### config.mk
export PLATFORM = sky130hd
export DESIGN_NAME = dacl_loader
export DESIGN_NICKNAME = d
export VERILOG_FILES = /design/src/inc/dacl_pkg.sv /design/src/logic/dacl_loader.sv
export SDC_FILE = /design/constraint.sdc
export NUM_CORES = 1
export LEC_CHECK = 0
export ABC_AREA = 1
export BUFFER_PORTS_ARGS = -buffer_cell sky130_fd_sc_hd__buf_4
export CELL_PAD_IN_SITES_DETAIL_PLACEMENT = 1
export CELL_PAD_IN_SITES_GLOBAL_PLACEMENT = 1
export CORE_MARGIN = 3
export CORE_UTILIZATION = 39
export CTS_BUF_LIST = sky130_fd_sc_hd__clkbuf_4
export CTS_CLUSTER_DIAMETER = 150
export CTS_CLUSTER_SIZE = 10
export DETAILED_ROUTE_END_ITERATION = 10
export PLACE_DENSITY_LB_ADDON = 0.1
export SLEW_MARGIN = 20
export SYNTH_ARGS = -nofsm -noshare
export SYNTH_HDL_FRONTEND = slang
export SYNTH_SLANG_ARGS = --single-unit
export TNS_END_PERCENT = 20
### constraint.sdc
create_clock -name pclk -period 4.6 [get_ports pclk]
set_input_delay 0.46 -clock pclk [delete_from_list [all_inputs] [get_ports pclk]]
set_output_delay 0.46 -clock pclk [all_outputs]
set_load 0.02 [all_outputs]
### src/inc/dacl_pkg.sv
/*
 * Constants for the sixteen-channel serial DAC loader: serial word layout,
 * mode codes, channel reset value, conversion timing and the APB map.
 * Assumes a 20 MHz pclk; every time below is turned into pclk cycles here.
 */
package dacl_pkg;

    // Serial word layout
    localparam int unsigned WORD_BITS   = 18;            // Bits in one command word
    localparam int unsigned MODE_HI     = 17;            // Mode field, top bit
    localparam int unsigned MODE_LO     = 16;            // Mode field, low bit
    localparam int unsigned ADDR_HI     = 15;            // Channel select, top bit
    localparam int unsigned ADDR_LO     = 12;            // Channel select, low bit
    localparam int unsigned CODE_HI     = 11;            // Code field, top bit
    localparam int unsigned STEP_HI     = 6;             // Step count, top bit
    localparam int unsigned CHAN_NUM    = 16;            // Channels in the device
    localparam int unsigned CODE_BITS   = 12;            // Width of a full code
    localparam int unsigned FRAC_BITS   = 2;             // Quarter-LSB bits
    localparam int unsigned VAL_BITS    = CODE_BITS + FRAC_BITS;

    // Mode field codes
    typedef enum logic [1:0] {
        DACL_MODE_LOAD = 2'h0,                            // Direct code load
        DACL_MODE_INC  = 2'h1,                            // Step up
        DACL_MODE_DEC  = 2'h2,                            // Step down
        DACL_MODE_NOP  = 2'h3                             // No operation
    } dacl_mode_e;

    // Channel value after reset: offset-binary zero, no fraction
    localparam logic [13:0] CHAN_RST    = 14'h2000;
    localparam logic [13:0] CHAN_MAX    = 14'h3fff;      // Saturation ceiling

    // Timing, in nanoseconds as printed, then in pclk cycles
    localparam int unsigned CLK_NS      = 50;            // pclk period
    localparam int unsigned LOAD_NS     = 25000;         // Typical load conversion
    localparam int unsigned STEP_NS     = 1000;          // Typical step update
    localparam int unsigned LOAD_CYC    = LOAD_NS / CLK_NS;
    localparam int unsigned STEP_CYC    = STEP_NS / CLK_NS;

    // APB register byte offsets
    localparam logic [7:0]  OFS_STATUS  = 8'h00;         // Block state, read only
    localparam logic [7:0]  OFS_CTRL    = 8'h04;         // Software control
    localparam logic [7:0]  OFS_WORD    = 8'h08;         // Last executed word
    localparam logic [7:0]  OFS_ABORTS  = 8'h0c;         // Aborted frame count
    localparam logic [7:0]  OFS_CHAN    = 8'h40;         // Channel 0 value, then +4
    localparam logic [31:0] CTRL_RST    = 32'h0000_0000; // Control after reset

endpackage : dacl_pkg

### src/logic/dacl_loader.sv
/*
 * Serial command front end and update control of a sixteen-channel DAC.
 * Frame sync, serial clock, serial data, chain enable and power-down arrive
 * from pins and are sampled by pclk through two flip-flops each; the serial
 * clock is expected to be much slower than pclk (400 ns period in the bench).
 * Software reads channel values and status and sets control over APB.
 */
// Added by the designer: the address map and the APB slave port.
// How it works
// Commands are eighteen bits: mode, address, code
// Mode first, address high-to-low, then code bits
// Host sends most significant bit first
// Four address bits pick channel zero to fifteen
// Mode 00 loads code, starts long conversion
// Busy low during conversion; serial clocks ignored
// Host should not clock while busy low
// Modes 01/10 step channel by quarter LSB
// Step count is low seven code bits
// Step update finishes in about one microsecond
// Host spaces step writes 200/400 ns apart
// Mode 11 changes nothing at all; the word is still recorded in last_word
// Frame sync falling edge clears bit counter
// Frame sync edges ignored mid-word; the code ignores falls only, a rise in ST_SHIFT ends the frame
// Data sampled on serial clock falls, sync low
// Standalone: act on word at 18th fall
// Standalone: early sync rise aborts, no update
// Host toggles frame sync between transfers
// Standalone: clocks after 18th ignored until resync
// Chain: keep shifting, overflow goes to output
// Serial output changes on serial clock rises
// Host sends eighteen clocks per chained device
// Chain: act on held word at sync rise
// Chain enable low by default selects standalone
// Low reset returns everything to power-on state
// Channels start at reset value without commands
// Codes are offset binary, midscale is zero
// Power-down high puts all outputs high impedance
module dacl_loader #(
    parameter int unsigned LOAD_CYC = dacl_pkg::LOAD_CYC,  // Load conversion length
    parameter int unsigned STEP_CYC = dacl_pkg::STEP_CYC   // Step update length
) (
    input  wire logic           pclk,
    input  wire logic           presetn,
    input  wire logic           psel,
    input  wire logic           penable,
    input  wire logic           pwrite,
    input  wire logic [7:0]     paddr,
    input  wire logic [31:0]    pwdata,
    output logic      [31:0]    prdata,
    output logic                pready,
    output logic                pslverr,
    input  wire logic           sync_n,
    input  wire logic           sclk,
    input  wire logic           din,
    input  wire logic           chain_enable,
    input  wire logic           power_down_in,
    output logic                dout,
    output logic                busy_n,
    output logic                out_hiz,
    output logic      [223:0]   chan_code
);

    // Counter must hold the longest conversion
    if (LOAD_CYC < 1 || LOAD_CYC > 1000 || STEP_CYC < 1 || STEP_CYC >= LOAD_CYC) begin : g_bad
        $error("dacl_loader: conversion cycle counts out of range");
    end

    // Frame handling states
    typedef enum logic [3:0] {
        ST_IDLE  = 4'h1,                  // Waiting for a frame sync fall
        ST_SHIFT = 4'h2,                  // Shifting bits in
        ST_WAIT  = 4'h4,                  // Word taken, waiting for sync to rise
        ST_CONV  = 4'h8                   // Conversion running, serial port deaf
    } dacl_state_e;

    // Whole module state
    typedef struct packed {
        dacl_state_e        state;        // Frame state
        logic [4:0]         bit_cnt;      // Bits shifted this frame, saturating
        logic [17:0]        sr;           // Input shift register
        logic               dout;         // Serial output
        logic               busy_n;       // Conversion in progress, low
        logic [9:0]         conv_cnt;     // Cycles left in conversion
        logic [15:0][13:0]  chan;         // Channel values, quarter-LSB units
        logic               hiz;          // Outputs in power-down
        logic [31:0]        ctrl;         // Software control
        logic [17:0]        last_word;    // Word most recently acted on
        logic [7:0]         aborts;       // Frames aborted, saturating
        logic               pready;       // APB answer
        logic               pslverr;      // APB error answer
        logic [31:0]        prdata;       // APB read data
        logic [2:0]         sync_p;       // Frame sync: meta, sync, previous
        logic [2:0]         sclk_p;       // Serial clock: meta, sync, previous
        logic [1:0]         din_p;        // Serial data: meta, sync
        logic [1:0]         ce_p;         // Chain enable: meta, sync
        logic [1:0]         pd_p;         // Power-down: meta, sync
    } dacl_state_s;

    dacl_state_s q;                       // Registered state
    dacl_state_s d;                       // Next state
    logic        sync_fall;               // Frame sync went low
    logic        sync_rise;               // Frame sync went high
    logic        sclk_fall;               // Serial clock fell
    logic        sclk_rise;               // Serial clock rose
    logic        exec;                    // Act on the shift register word
    logic        abort;                   // Drop the frame
    logic        exec_load;               // Executed word is a load
    logic [1:0]  w_mode;                  // Mode of the word being executed
    logic [3:0]  w_addr;                  // Channel of the word being executed
    logic [11:0] w_code;                  // Code of the word being executed
    logic [6:0]  w_step;                  // Step count of the word being executed
    logic [17:0] sr_next;                 // Shift register with the new bit
    logic [14:0] sum;                     // Step arithmetic with headroom
    logic        apb_acc;                 // Access phase awaiting answer
    logic        apb_wr;                  // Write commits this edge

    // Tells whether an address hits a channel register; low for a miss
    function automatic logic chan_hit(input logic [7:0] a);
        chan_hit = (a[7:6] == dacl_pkg::OFS_CHAN[7:6]) && (a[1:0] == 2'h0);
    endfunction : chan_hit

    // Edge detection works on the second and third stage only
    assign sync_fall = q.sync_p[2] & ~q.sync_p[1];
    assign sync_rise = ~q.sync_p[2] & q.sync_p[1];
    assign sclk_fall = q.sclk_p[2] & ~q.sclk_p[1];
    assign sclk_rise = ~q.sclk_p[2] & q.sclk_p[1];
    assign sr_next   = {q.sr[16:0], q.din_p[1]};

    // APB request phases
    assign apb_acc = psel & penable & ~q.pready;
    assign apb_wr  = psel & penable & q.pready & pwrite;

    // Next-state logic for the whole block
    always_comb begin
        d         = q;
        exec      = 1'b0;
        abort     = 1'b0;
        exec_load = 1'b0;
        w_mode    = q.sr[dacl_pkg::MODE_HI:dacl_pkg::MODE_LO];
        w_addr    = q.sr[dacl_pkg::ADDR_HI:dacl_pkg::ADDR_LO];
        w_code    = q.sr[dacl_pkg::CODE_HI:0];
        w_step    = q.sr[dacl_pkg::STEP_HI:0];
        sum       = 15'h0000;

        // Pin samplers
        d.sync_p  = {q.sync_p[1], q.sync_p[0], sync_n};
        d.sclk_p  = {q.sclk_p[1], q.sclk_p[0], sclk};
        d.din_p   = {q.din_p[0], din};
        d.ce_p    = {q.ce_p[0], chain_enable};
        d.pd_p    = {q.pd_p[0], power_down_in};

        // Power-down from pin or from software
        d.hiz     = q.pd_p[1] | q.ctrl[0];

        // Frame state machine
        case (q.state)
            ST_IDLE: begin
                // A fresh sync fall starts a frame
                if (sync_fall) begin
                    d.bit_cnt = 5'h00;
                    d.state   = ST_SHIFT;
                end
            end
            ST_SHIFT: begin
                if (sync_rise) begin
                    if (q.ce_p[1] && q.bit_cnt >= 5'(dacl_pkg::WORD_BITS)) begin
                        exec    = 1'b1;
                        d.state = ST_IDLE;
                    end else begin
                        abort   = 1'b1;
                        d.state = ST_IDLE;
                    end
                end else if (sclk_fall) begin
                    // Only sync-low falls shift data in
                    d.sr = sr_next;
                    if (q.bit_cnt != 5'h1f) begin
                        d.bit_cnt = q.bit_cnt + 5'h01;
                    end
                    if (!q.ce_p[1] && q.bit_cnt == 5'(dacl_pkg::WORD_BITS - 1)) begin
                        // Word complete in standalone use
                        w_mode  = sr_next[dacl_pkg::MODE_HI:dacl_pkg::MODE_LO];
                        w_addr  = sr_next[dacl_pkg::ADDR_HI:dacl_pkg::ADDR_LO];
                        w_code  = sr_next[dacl_pkg::CODE_HI:0];
                        w_step  = sr_next[dacl_pkg::STEP_HI:0];
                        exec    = 1'b1;
                        d.state = ST_WAIT;
                    end
                end else if (sclk_rise && q.ce_p[1]) begin
                    // Chained: the bit falling off the top goes out
                    d.dout = q.sr[dacl_pkg::WORD_BITS - 1];
                end
            end
            ST_WAIT: begin
                // Extra clocks are ignored; only sync rise leaves
                if (sync_rise) begin
                    d.state = ST_IDLE;
                end
            end
            ST_CONV: begin
                // Serial clocks and sync are ignored until done
                if (q.conv_cnt == 10'h001) begin
                    d.busy_n = 1'b1;
                    d.state  = ST_IDLE;
                end
                d.conv_cnt = q.conv_cnt - 10'h001;
            end
            default: begin
                d.state = ST_IDLE;
            end
        endcase

        // Acting on a word
        if (exec) begin
            d.last_word = {w_mode, w_addr, w_code};
            case (dacl_pkg::dacl_mode_e'(w_mode))
                dacl_pkg::DACL_MODE_LOAD: begin
                    // Offset-binary code, fraction cleared
                    exec_load         = 1'b1;
                    d.chan[w_addr]    = {w_code, 2'h0};
                    d.conv_cnt        = 10'(LOAD_CYC);
                    d.busy_n          = 1'b0;
                    d.state           = ST_CONV;
                end
                dacl_pkg::DACL_MODE_INC: begin
                    // Saturating quarter-LSB step up
                    sum = {1'b0, q.chan[w_addr]} + {8'h00, w_step};
                    d.chan[w_addr] = sum[14] ? dacl_pkg::CHAN_MAX : sum[13:0];
                    d.conv_cnt     = 10'(STEP_CYC);
                    d.busy_n       = 1'b0;
                    d.state        = ST_CONV;
                end
                dacl_pkg::DACL_MODE_DEC: begin
                    // Saturating quarter-LSB step down
                    sum = {1'b0, q.chan[w_addr]} - {8'h00, w_step};
                    d.chan[w_addr] = sum[14] ? 14'h0000 : sum[13:0];
                    d.conv_cnt     = 10'(STEP_CYC);
                    d.busy_n       = 1'b0;
                    d.state        = ST_CONV;
                end
                default: begin
                    // No operation: channels untouched
                    d.chan = q.chan;
                end
            endcase
        end

        // Count dropped frames
        if (abort && q.aborts != 8'hff) begin
            d.aborts = q.aborts + 8'h01;
        end

        // APB: answer one cycle into the access phase
        d.pready  = apb_acc;
        d.pslverr = 1'b0;
        if (apb_acc) begin
            d.prdata = 32'h0000_0000;
            if (paddr == dacl_pkg::OFS_STATUS) begin
                // Busy, frame active, chain mode, power-down
                d.prdata[3:0] = {q.hiz, q.ce_p[1], q.state == ST_SHIFT, ~q.busy_n};
            end else if (paddr == dacl_pkg::OFS_CTRL) begin
                d.prdata = q.ctrl;
            end else if (paddr == dacl_pkg::OFS_WORD) begin
                d.prdata[17:0] = q.last_word;
            end else if (paddr == dacl_pkg::OFS_ABORTS) begin
                d.prdata[7:0] = q.aborts;
            end else if (chan_hit(paddr)) begin
                d.prdata[13:0] = q.chan[paddr[5:2]];
            end else begin
                d.pslverr = 1'b1;
            end
        end
        if (apb_wr) begin
            if (paddr == dacl_pkg::OFS_CTRL) begin
                d.ctrl = {31'h0000_0000, pwdata[0]};
            end else if (paddr == dacl_pkg::OFS_STATUS || paddr == dacl_pkg::OFS_WORD ||
                         paddr == dacl_pkg::OFS_ABORTS || chan_hit(paddr)) begin
                // Read-only registers ignore writes
                d.ctrl = q.ctrl;
            end else begin
                d.ctrl = q.ctrl;
            end
        end
    end

    // State register; reset gives power-on values
    always_ff @(posedge pclk or negedge presetn) begin
        if (!presetn) begin
            q.state     <= ST_IDLE;
            q.bit_cnt   <= 5'h00;
            q.sr        <= 18'h00000;
            q.dout      <= 1'b0;
            q.busy_n    <= 1'b1;
            q.conv_cnt  <= 10'h000;
            q.chan      <= {dacl_pkg::CHAN_NUM{dacl_pkg::CHAN_RST}};
            q.hiz       <= 1'b0;
            q.ctrl      <= dacl_pkg::CTRL_RST;
            q.last_word <= 18'h00000;
            q.aborts    <= 8'h00;
            q.pready    <= 1'b0;
            q.pslverr   <= 1'b0;
            q.prdata    <= 32'h0000_0000;
            q.sync_p    <= 3'h7;
            q.sclk_p    <= 3'h0;
            q.din_p     <= 2'h0;
            q.ce_p      <= 2'h0;
            q.pd_p      <= 2'h0;
        end else begin
            q <= d;
        end
    end

    // Outputs straight from flip-flops
    assign prdata    = q.prdata;
    assign pready    = q.pready;
    assign pslverr   = q.pslverr;
    assign dout      = q.dout;
    assign busy_n    = q.busy_n;
    assign out_hiz   = q.hiz;
    assign chan_code = q.chan;

    // Assertion bounds
    localparam int A_LOAD    = LOAD_CYC;
    localparam int A_LOAD_HI = LOAD_CYC + 1;
    localparam int A_STEP    = STEP_CYC;
    localparam int A_STEP_HI = STEP_CYC + 1;

    a_load_busy_len: assert property (@(posedge pclk) disable iff (!presetn)
        exec_load |=> !q.busy_n ##[A_LOAD:A_LOAD] q.busy_n)
        else $error("busy after load has wrong length");

    a_step_busy_len: assert property (@(posedge pclk) disable iff (!presetn)
        (exec && !exec_load && w_mode != 2'h3) |-> ##[A_STEP:A_STEP_HI] q.busy_n)
        else $error("step update busy too long");

    a_busy_deaf: assert property (@(posedge pclk) disable iff (!presetn)
        (!q.busy_n && !$past(exec)) |-> $stable(q.sr) && $stable(q.bit_cnt))
        else $error("serial port moved while busy");

    a_nop_still: assert property (@(posedge pclk) disable iff (!presetn)
        (exec && w_mode == 2'h3) |=> $stable(q.chan) && q.busy_n)
        else $error("no-operation changed a channel");

    a_abort_still: assert property (@(posedge pclk) disable iff (!presetn)
        abort |=> $stable(q.chan) && q.state == ST_IDLE && q.busy_n)
        else $error("aborted frame updated a channel");

    a_count_clear: assert property (@(posedge pclk) disable iff (!presetn)
        (q.state == ST_IDLE && sync_fall) |=> q.bit_cnt == 5'h00 && q.state == ST_SHIFT)
        else $error("frame start did not clear bit counter");

    a_exec_at_18: assert property (@(posedge pclk) disable iff (!presetn)
        (q.state == ST_SHIFT && !q.ce_p[1] && sclk_fall && !sync_rise &&
         q.bit_cnt == 5'h11) |-> exec)
        else $error("standalone word not acted on at 18th bit");

    a_load_value: assert property (@(posedge pclk) disable iff (!presetn)
        exec_load |=> q.chan[$past(w_addr)] == {$past(w_code), 2'h0})
        else $error("loaded channel value wrong");

    a_dout_rise: assert property (@(posedge pclk) disable iff (!presetn)
        $changed(q.dout) |-> $past(sclk_rise) && $past(q.ce_p[1]))
        else $error("serial output changed off a rising clock");

    a_wait_deaf: assert property (@(posedge pclk) disable iff (!presetn)
        (q.state == ST_WAIT && !sync_rise) |=> $stable(q.sr) && q.state == ST_WAIT)
        else $error("extra clocks shifted after word end");

    a_chain_exec: assert property (@(posedge pclk) disable iff (!presetn)
        (q.state == ST_SHIFT && q.ce_p[1] && sync_rise && q.bit_cnt >= 5'h12) |-> exec)
        else $error("chained word not acted on at sync rise");

endmodule : dacl_loader

==> metrics.md, run 1 <==
| Metric | Value |
|---|---|
| Status | `finished, violations left` |
| Failing checks | `negative setup slack` |
| Hold Crit Class | `in2reg` |
| Via/cell ratio | `5.74` |
| Critical Path Max Stage Delay | `0.41 ns` |
| Asr flop ratio synth | `100%` |
| Share of layout cells above drive strength 1 | `19.8%` |
| Final ANT Viol Nets | `0` |
| FILL cells | `9266` |
| Comb power frac | `66.2%` |
| CP required | `5.36 ns` |
| Footprint of the multi-input gates | `15700 um^2` |
| Synth Cell Area | `27400 um^2` |
| Setup crit start kind | `flip-flop` |
| Final setup violation count | `168` |
| Clock Latency Late Sink | `0.89 ns` |
| R2R depth | `30` |
| Core area | `69200 um^2` |
| First-pass GRT wire length | `202000 um` |
| Post-synth top cells | `nand2_1, nor2_1, inv_1` |
| Grt ovf | `0` |
| RSZ-0062 raised after global routing | `true` |
| Worst-path clk slew | `0.12 ns` |
| Dpl ws | `-0.483 ns` |
| Clk buf depth | `3` |
| Total power | `15.6 mW` |
| Post-Syn Instances | `4440` |
| CTS root buffer | `clkbuf_4` |
| WHS | `0.0560 ns` |
| Die Wd | `271 um` |
| Slew HR | `26.6%` |
| Num CTS Buffers | `38` |
| Clock power share | `11.6%` |
| Pint | `7.40 mW` |
| Site Rows | `96` |
| FF+latch count, synth | `323` |
| FMAX | `209 MHz` |
| Switching part of the total | `52.7%` |
| Clock sink count | `323` |
| Worst path slowest cell | `dfrtp_1` |
| Total wire length | `138000 um` |
| Slew Limit Fails | `0` |
| Synth top area share | `27.5%` |
| Avg WL per Cell | `25.1 um` |
| Crit path DAT | `5.54 ns` |
| Placed inst area | `30000 um^2` |
| Dpl hpwl | `97900 um` |
| Storage cell area | `8110 um^2` |
| PnR worst setup slack | `-0.175 ns` |
| Final worst-path cycle share | `104%` |
| VDD IR max | `0.000349 V` |
| Flop pwr share | `22.1%` |
| DRT iter0 DRCs | `3228` |
| Sequential share of the synthesized area | `29.5%` |
| Leak | `15.3 nW` |
| Ys flop type | `dfrtp_1` |
| Final hold vios | `0` |
| IO Count | `311` |
| Via count | `31500` |
| Critical path class | `reg2reg` |
| Most frequent cell after synthesis | `nand2_1` |
| DIE AREA | `73600 um^2` |
| Gpl congestion | `0.971` |
| Yosys cell types | `65` |
| Crit path time final | `4.77 ns` |
| Skew final | `0.0598 ns` |
| Yosys warning total | `0` |
| PwrDens | `491 nW/um^2` |
| Hold path depth | `3` |
| Worst-margin pin slew | `1.10 ns` |
| Total track usage | `35.9%` |
| Final instance area | `31800 um^2` |
| Initial antenna violation count | `4` |
| Net load switching power | `8.24 mW` |
| CTS tree | `yes` |
| Fin nets | `4608` |
| Crit-path max FO | `8` |
| Initial Util | `39.7%` |
| DRC | `0` |
| H-tree level count | `2` |
| Area grow syn2layout | `16.0%` |
| Post-synth EDFFs | `0` |
| Max_cap viols | `0` |
| Vias in the first global route | `30400` |
| Port bufs | `265` |
| Crit. End Element | `flip-flop` |
| Largest net degree at the start of global routing | `110` |
| Cell taking the most area after synthesis | `dfrtp_1` |
| Synth top area cells | `dfrtp_1, nand2_1, buf_4` |
| Pre-antenna DRT Iters | `6` |
| Die height | `271 um` |
| Avg Inst Size Synth | `6.18 um^2` |
[metal layers]
layer | up-vias | GRT usage [%] | routed length, um
met5 | - | 0 | 38
met4 | 6 | 13.3 | 5490
met3 | 305 | 6.35 | 12700
met2 | 1558 | 57.3 | 62400
met1 | 15500 | 48.7 | 57400
li1 | 14200 | - | -
[path summary, 6_finish.rpt]
kind                       slack, ns                   endpoint               start
max reg2reg                    -0.17                  flip-flop  q[360]$_DFFE_PN0P_
min reg2reg                     0.36            d[11]$_DFF_PN1_     d[10]$_DFF_PN1_
max                            -0.17                  flip-flop  q[360]$_DFFE_PN0P_
max in group asynchronous       3.41   chan_code[1]$_DFFE_PN0P_             presetn
min in group asynchronous       0.11  chan_code[71]$_DFFE_PN0P_             presetn
min                             0.06           pready$_DFF_PN0_                psel
[power groups by stage]
stage | clock network, mW | logic, mW | registers (mW)
global route | 1.96 | 10.9 | 3.49
finish | 1.82 | 10.4 | 3.46
CTS | 1.85 | 9.45 | 3.45
global placement | 0 | 8.92 | 3.50
floorplan | 0 | 4.99 | 3.34
detailed placement | 0 | 9.04 | 3.50
[per-stage QoR]
| step | cells | setup TNS (ns) | utilization [%] |
|---|---|---|---|
| after global placement | 5362 | -66.24 | 43.3 |
| after CTS | 5463 | -0.289 | 45.0 |
| after global routing | 5488 | -56.97 | 46.0 |
| final | 5490 | -11.00 | 46.0 |
| after floorplan | 4453 | 0 | - |
| after detailed placement | 5362 | -84.61 | 43.3 |
[cells in the final DEF (no fill, tap or decap), types with 11 or more instances in the layout]
| cell type | synthesis | layout |
|---|---|---|
| buf_6 | 12 | 31 |
| nor2_4 | 10 | 20 |
| dfrtp_1 | 302 | 302 |
| a21boi_1 | 11 | 14 |
| o22ai_1 | 109 | 98 |
| a22oi_1 | 36 | 31 |
| nand4_1 | 22 | 22 |
| xor2_1 | 14 | 13 |
| nand2_4 | 3 | 13 |
| inv_2 | 21 | 25 |
| buf_4 | 263 | 495 |
| nand2_1 | 1703 | 1663 |
| conb_1 | 1 | 14 |
| inv_1 | 317 | 309 |
| nor2_1 | 334 | 310 |
| o21ai_0 | 269 | 235 |
| ha_1 | 23 | 15 |
| nor2_2 | 14 | 28 |
| nand2_2 | 17 | 47 |
| a221oi_1 | 24 | 22 |
| o21ai_2 | 4 | 26 |
| dfstp_2 | 21 | 21 |
| o21ai_1 | 120 | 129 |
| clkbuf_4 | 0 | 60 |
| nand3_4 | 7 | 11 |
| o211ai_1 | 26 | 26 |
| nand3_1 | 64 | 58 |
| buf_12 | 1 | 39 |
| a21oi_1 | 314 | 308 |
[cell type report]
class	count	area share [%]
clock buffer	60	1.41
antenna	3	0.0236
tap	931	3.66
multi-input combinational	3241	49.2
timing repair buffer	583	16.0
clock inverter	3	0.0629
inverter	346	4.17
sequential	323	25.5
[timing repair]
item | CTS | global route
hold endpoints to repair | 62 | 0
endpoints found under the setup margin | 224 | 224
pin swaps | 39 | 46
hold buffers | 9 | 0
gates resized for setup | 109 | 145
setup buffers | 24 | 20
cloned | 5 | 5
[worst max-delay path: cells and delay by family (launching register included)]
| kind | cells | cell delay (ns) |
|---|---|---|
| buffers and inverters | 8 | 0.80 |
| and+or+nand+nor | 11 | 1.56 |
| adders and majority gates | 3 | 0.69 |
| DFF | 1 | 0.41 |
| AOI/OAI and AO/OA | 8 | 1.20 |
[kinds of logic (layout without fill, tap and decap cells)]
logic type               after synthesis  count (layout)  synth area share (%)
AO/OA/AOI/OAI                        977             977                  20.1
flip-flops                           323             323                  29.5
adder cells (fa/ha/maj)               25              25                  1.19
multiplexers                           2               2                0.0821
AND/OR/NAND/NOR                     2200            2203                  32.0
XOR/XNOR                              20              20                 0.638
buffers and inverters                892             992                  16.4
other                                  1              17                0.0137
(Power assumes the default switching activity.)
==> run 2, diff against run 1 <==
PLACE_DENSITY_LB_ADDON = 0.15   (was 0.1)
==> run 2 against run 1 <==
Effect of this change: the run still ends with negative setup slack left; register-to-register slack lost 0.09 ns; sequential share of layout area is essentially flat; first-iteration DRC count shrank 0.99%; total power shrank 1.6%; critical path depth grew 2; design area is essentially flat; flip-flop and latch count is the same; hold slack gained 0.029 ns; combinational power is essentially flat; largest cell class unchanged; largest power group unchanged.
==> metrics.md, run 2 (synthesized netlist as in run 1, its figures left out) <==
| Metric | Value |
|---|---|
| First-pass GRT wire length | `198000 um (was 202000 um)` |
| Critical path class | `reg2reg (unchanged)` |
| Final Non-Filler Cells | `5472 (was 5490)` |
| Final hold vios | `0 (unchanged)` |
| Clock sink count | `323 (unchanged)` |
| Hold Crit Class | `in2reg (unchanged)` |
| Final setup violation count | `224 (was 168)` |
| Total power | `15.4 mW (was 15.6 mW)` |
| FMAX | `205 MHz (was 209 MHz)` |
| Via/cell ratio | `5.76 (was 5.74)` |
| Port bufs | `265 (unchanged)` |
| Crit path time final | `4.87 ns (was 4.77 ns)` |
| Reg2reg start | `q[360]$_DFFE_PN0P_ (unchanged)` |
| PwrDens | `483 nW/um^2 (was 491 nW/um^2)` |
| Clk buf depth | `3 (unchanged)` |
| Failing checks | `negative setup slack (unchanged)` |
| Worst-path clk slew | `0.13 ns (was 0.12 ns)` |
| Crit-path max FO | `8 (unchanged)` |
| Hold path depth | `3 (unchanged)` |
| Dpl ws | `-0.537 ns (was -0.483 ns)` |
| Max_cap viols | `0 (unchanged)` |
| Site Rows | `96 (unchanged)` |
| H-tree level count | `2 (unchanged)` |
| Die Wd | `271 um (unchanged)` |
| Slew Limit Fails | `0 (unchanged)` |
| Final worst-path cycle share | `106% (was 104%)` |
| Met2 WL | `60000 um (was 62400 um)` |
| VDD IR max | `0.000401 V (was 0.000349 V)` |
| Total track usage | `35.0% (was 35.9%)` |
| Worst path slowest cell | `dfrtp_1 (unchanged)` |
| Clock Latency Late Sink | `0.87 ns (was 0.89 ns)` |
| Pre-antenna DRT Iters | `7 (was 6)` |
| Crit. End Element | `flip-flop (unchanged)` |
| Gpl congestion | `0.952 (was 0.971)` |
| CP required | `5.33 ns (was 5.36 ns)` |
| Vias in the first global route | `30400 (about the same)` |
| Status | `finished, violations left (unchanged)` |
| Grt ovf | `0 (unchanged)` |
| DRT iter0 DRCs | `3196 (was 3228)` |
| Dpl hpwl | `95400 um (was 97900 um)` |
| Placed cells | `5348 (was 5362)` |
| Total wire length | `135000 um (was 138000 um)` |
| Commonest non-fill, non-tap cell in the layout | `nand2_1 (unchanged)` |
| DIE AREA | `73600 um^2 (unchanged)` |
| Max layer used | `met5 (unchanged)` |
| Setup crit start kind | `flip-flop (unchanged)` |
| Fin nets | `4590 (was 4608)` |
| Skew final | `0.106 ns (was 0.0598 ns)` |
| Worst path most repeated cell | `nand2_1` |
| PnR worst setup slack | `-0.269 ns (was -0.175 ns)` |
| DRC | `0 (unchanged)` |
| FILL cells | `9280 (was 9266)` |
| Leak | `15.2 nW (was 15.3 nW)` |
| Slew HR | `18.1% (was 26.6%)` |
| Crit path DAT | `5.60 ns (was 5.54 ns)` |
| Initial antenna violation count | `7 (was 4)` |
| RSZ-0062 raised after global routing | `true (unchanged)` |
| Num CTS Buffers | `38 (unchanged)` |
| CTS root buffer | `clkbuf_4 (unchanged)` |
| Initial Util | `39.7% (unchanged)` |
| DR WL met3 | `13000 um (was 12700 um)` |
| Area grow syn2layout | `16.1% (was 16.0%)` |
| Avg WL per Cell | `24.8 um (was 25.1 um)` |
| Core area | `69200 um^2 (unchanged)` |
| Die height | `271 um (unchanged)` |
| Util after Layout | `46.0% (about the same)` |
| Most frequent cells in the layout | `nand2_1, buf_4, nor2_1, inv_1, dfrtp_1 (was nand2_1, buf_4, nor2_1, inv_1, a21oi_1)` |
| WHS | `0.0853 ns (was 0.0560 ns)` |
| CP startpoint | `q[360]$_DFFE_PN0P_ (unchanged)` |
| WL met1 | `56400 um (was 57400 um)` |
| CTS tree | `yes (unchanged)` |
| R2r setup slk | `-0.27 ns (was -0.17 ns)` |
| Via count | `31500 (about the same)` |
| Share of layout cells above drive strength 1 | `20.3% (was 19.8%)` |
| Final ANT Viol Nets | `0 (unchanged)` |
| R2R depth | `32 (was 30)` |
| IO Count | `311 (unchanged)` |
| Critical Path Max Stage Delay | `0.41 ns (about the same)` |
| Largest net degree at the start of global routing | `187 (was 110)` |
| Worst-margin pin slew | `1.23 ns (was 1.10 ns)` |
## run 2: area by class of cell
class / instances / area (um^2) / area share, %
well taps: 931 / 1160 / 3.66
multi-input cells: 3241 / 15900 / 49.8
inverters: 346 / 1320 / 4.15
diodes: 2 / 5.00 / 0.0157
flip-flops and latches: 323 / 8110 / 25.5
repair buffers: 565 / 4910 / 15.4
clock inverters: 2 / 12.5 / 0.0393
clock buffers: 62 / 465 / 1.46
## run 2: routing by layer
metal | GRT usage [%] | up-vias
met1 | 47.4 | 15500
met4 | 13.3 | 6
met5 | 0 | -
li1 | - | 14100
met2 | 55.5 | 1542
met3 | 6.28 | 359
## run 2: per-stage QoR
step                      setup TNS [ns]  area, um^2
after floorplan                        0       27500
after global placement            -47.03       29800
after detailed placement          -93.11       29800
after CTS                         -0.689       31000
after global routing              -95.51       31900
final                             -39.60       31900
## run 2: how the worst min path moves through the flow
stage,from,end,slack [ns]
after floorplan,presetn,asynchronous set/reset pin,0.16
after global placement,d[1]$_DFF_PN0_,q[1]$_DFF_PN0_,0.34
after detailed placement,d[5]$_DFF_PN0_,q[5]$_DFF_PN0_,0.34
after CTS,penable,pready$_DFF_PN0_,0.01
after global routing,penable,pready$_DFF_PN0_,0.09
final,penable,pready$_DFF_PN0_,0.09
## run 2: timing repair
item / CTS / global route
endpoints found under the hold margin: 96 / 0
pin swaps: 36 / 83
gates resized for setup: 105 / 192
setup endpoints to repair: 224 / 224
hold buffers: 7 / 0
buffers inserted: 22 / 21
cloned: 4 / 7
## run 2: worst max-delay path: cells and delay by family (launching register included)
| kind | cells | cell delay, ns |
|---|---|---|
| simple gates | 13 | 1.41 |
| compound gates | 8 | 1.24 |
| buf+inv | 8 | 1.01 |
| fa+ha+maj | 3 | 0.70 |
| flops | 1 | 0.41 |
## run 2: power breakdown
| group | switching, mW | internal [mW] | total [mW] |
|---|---|---|---|
| logic | 6.58 | 3.56 | 10.1 |
| registers | 0.336 | 3.12 | 3.46 |
| clock network | 1.19 | 0.606 | 1.80 |
| total | 8.11 | 7.28 | 15.4 |
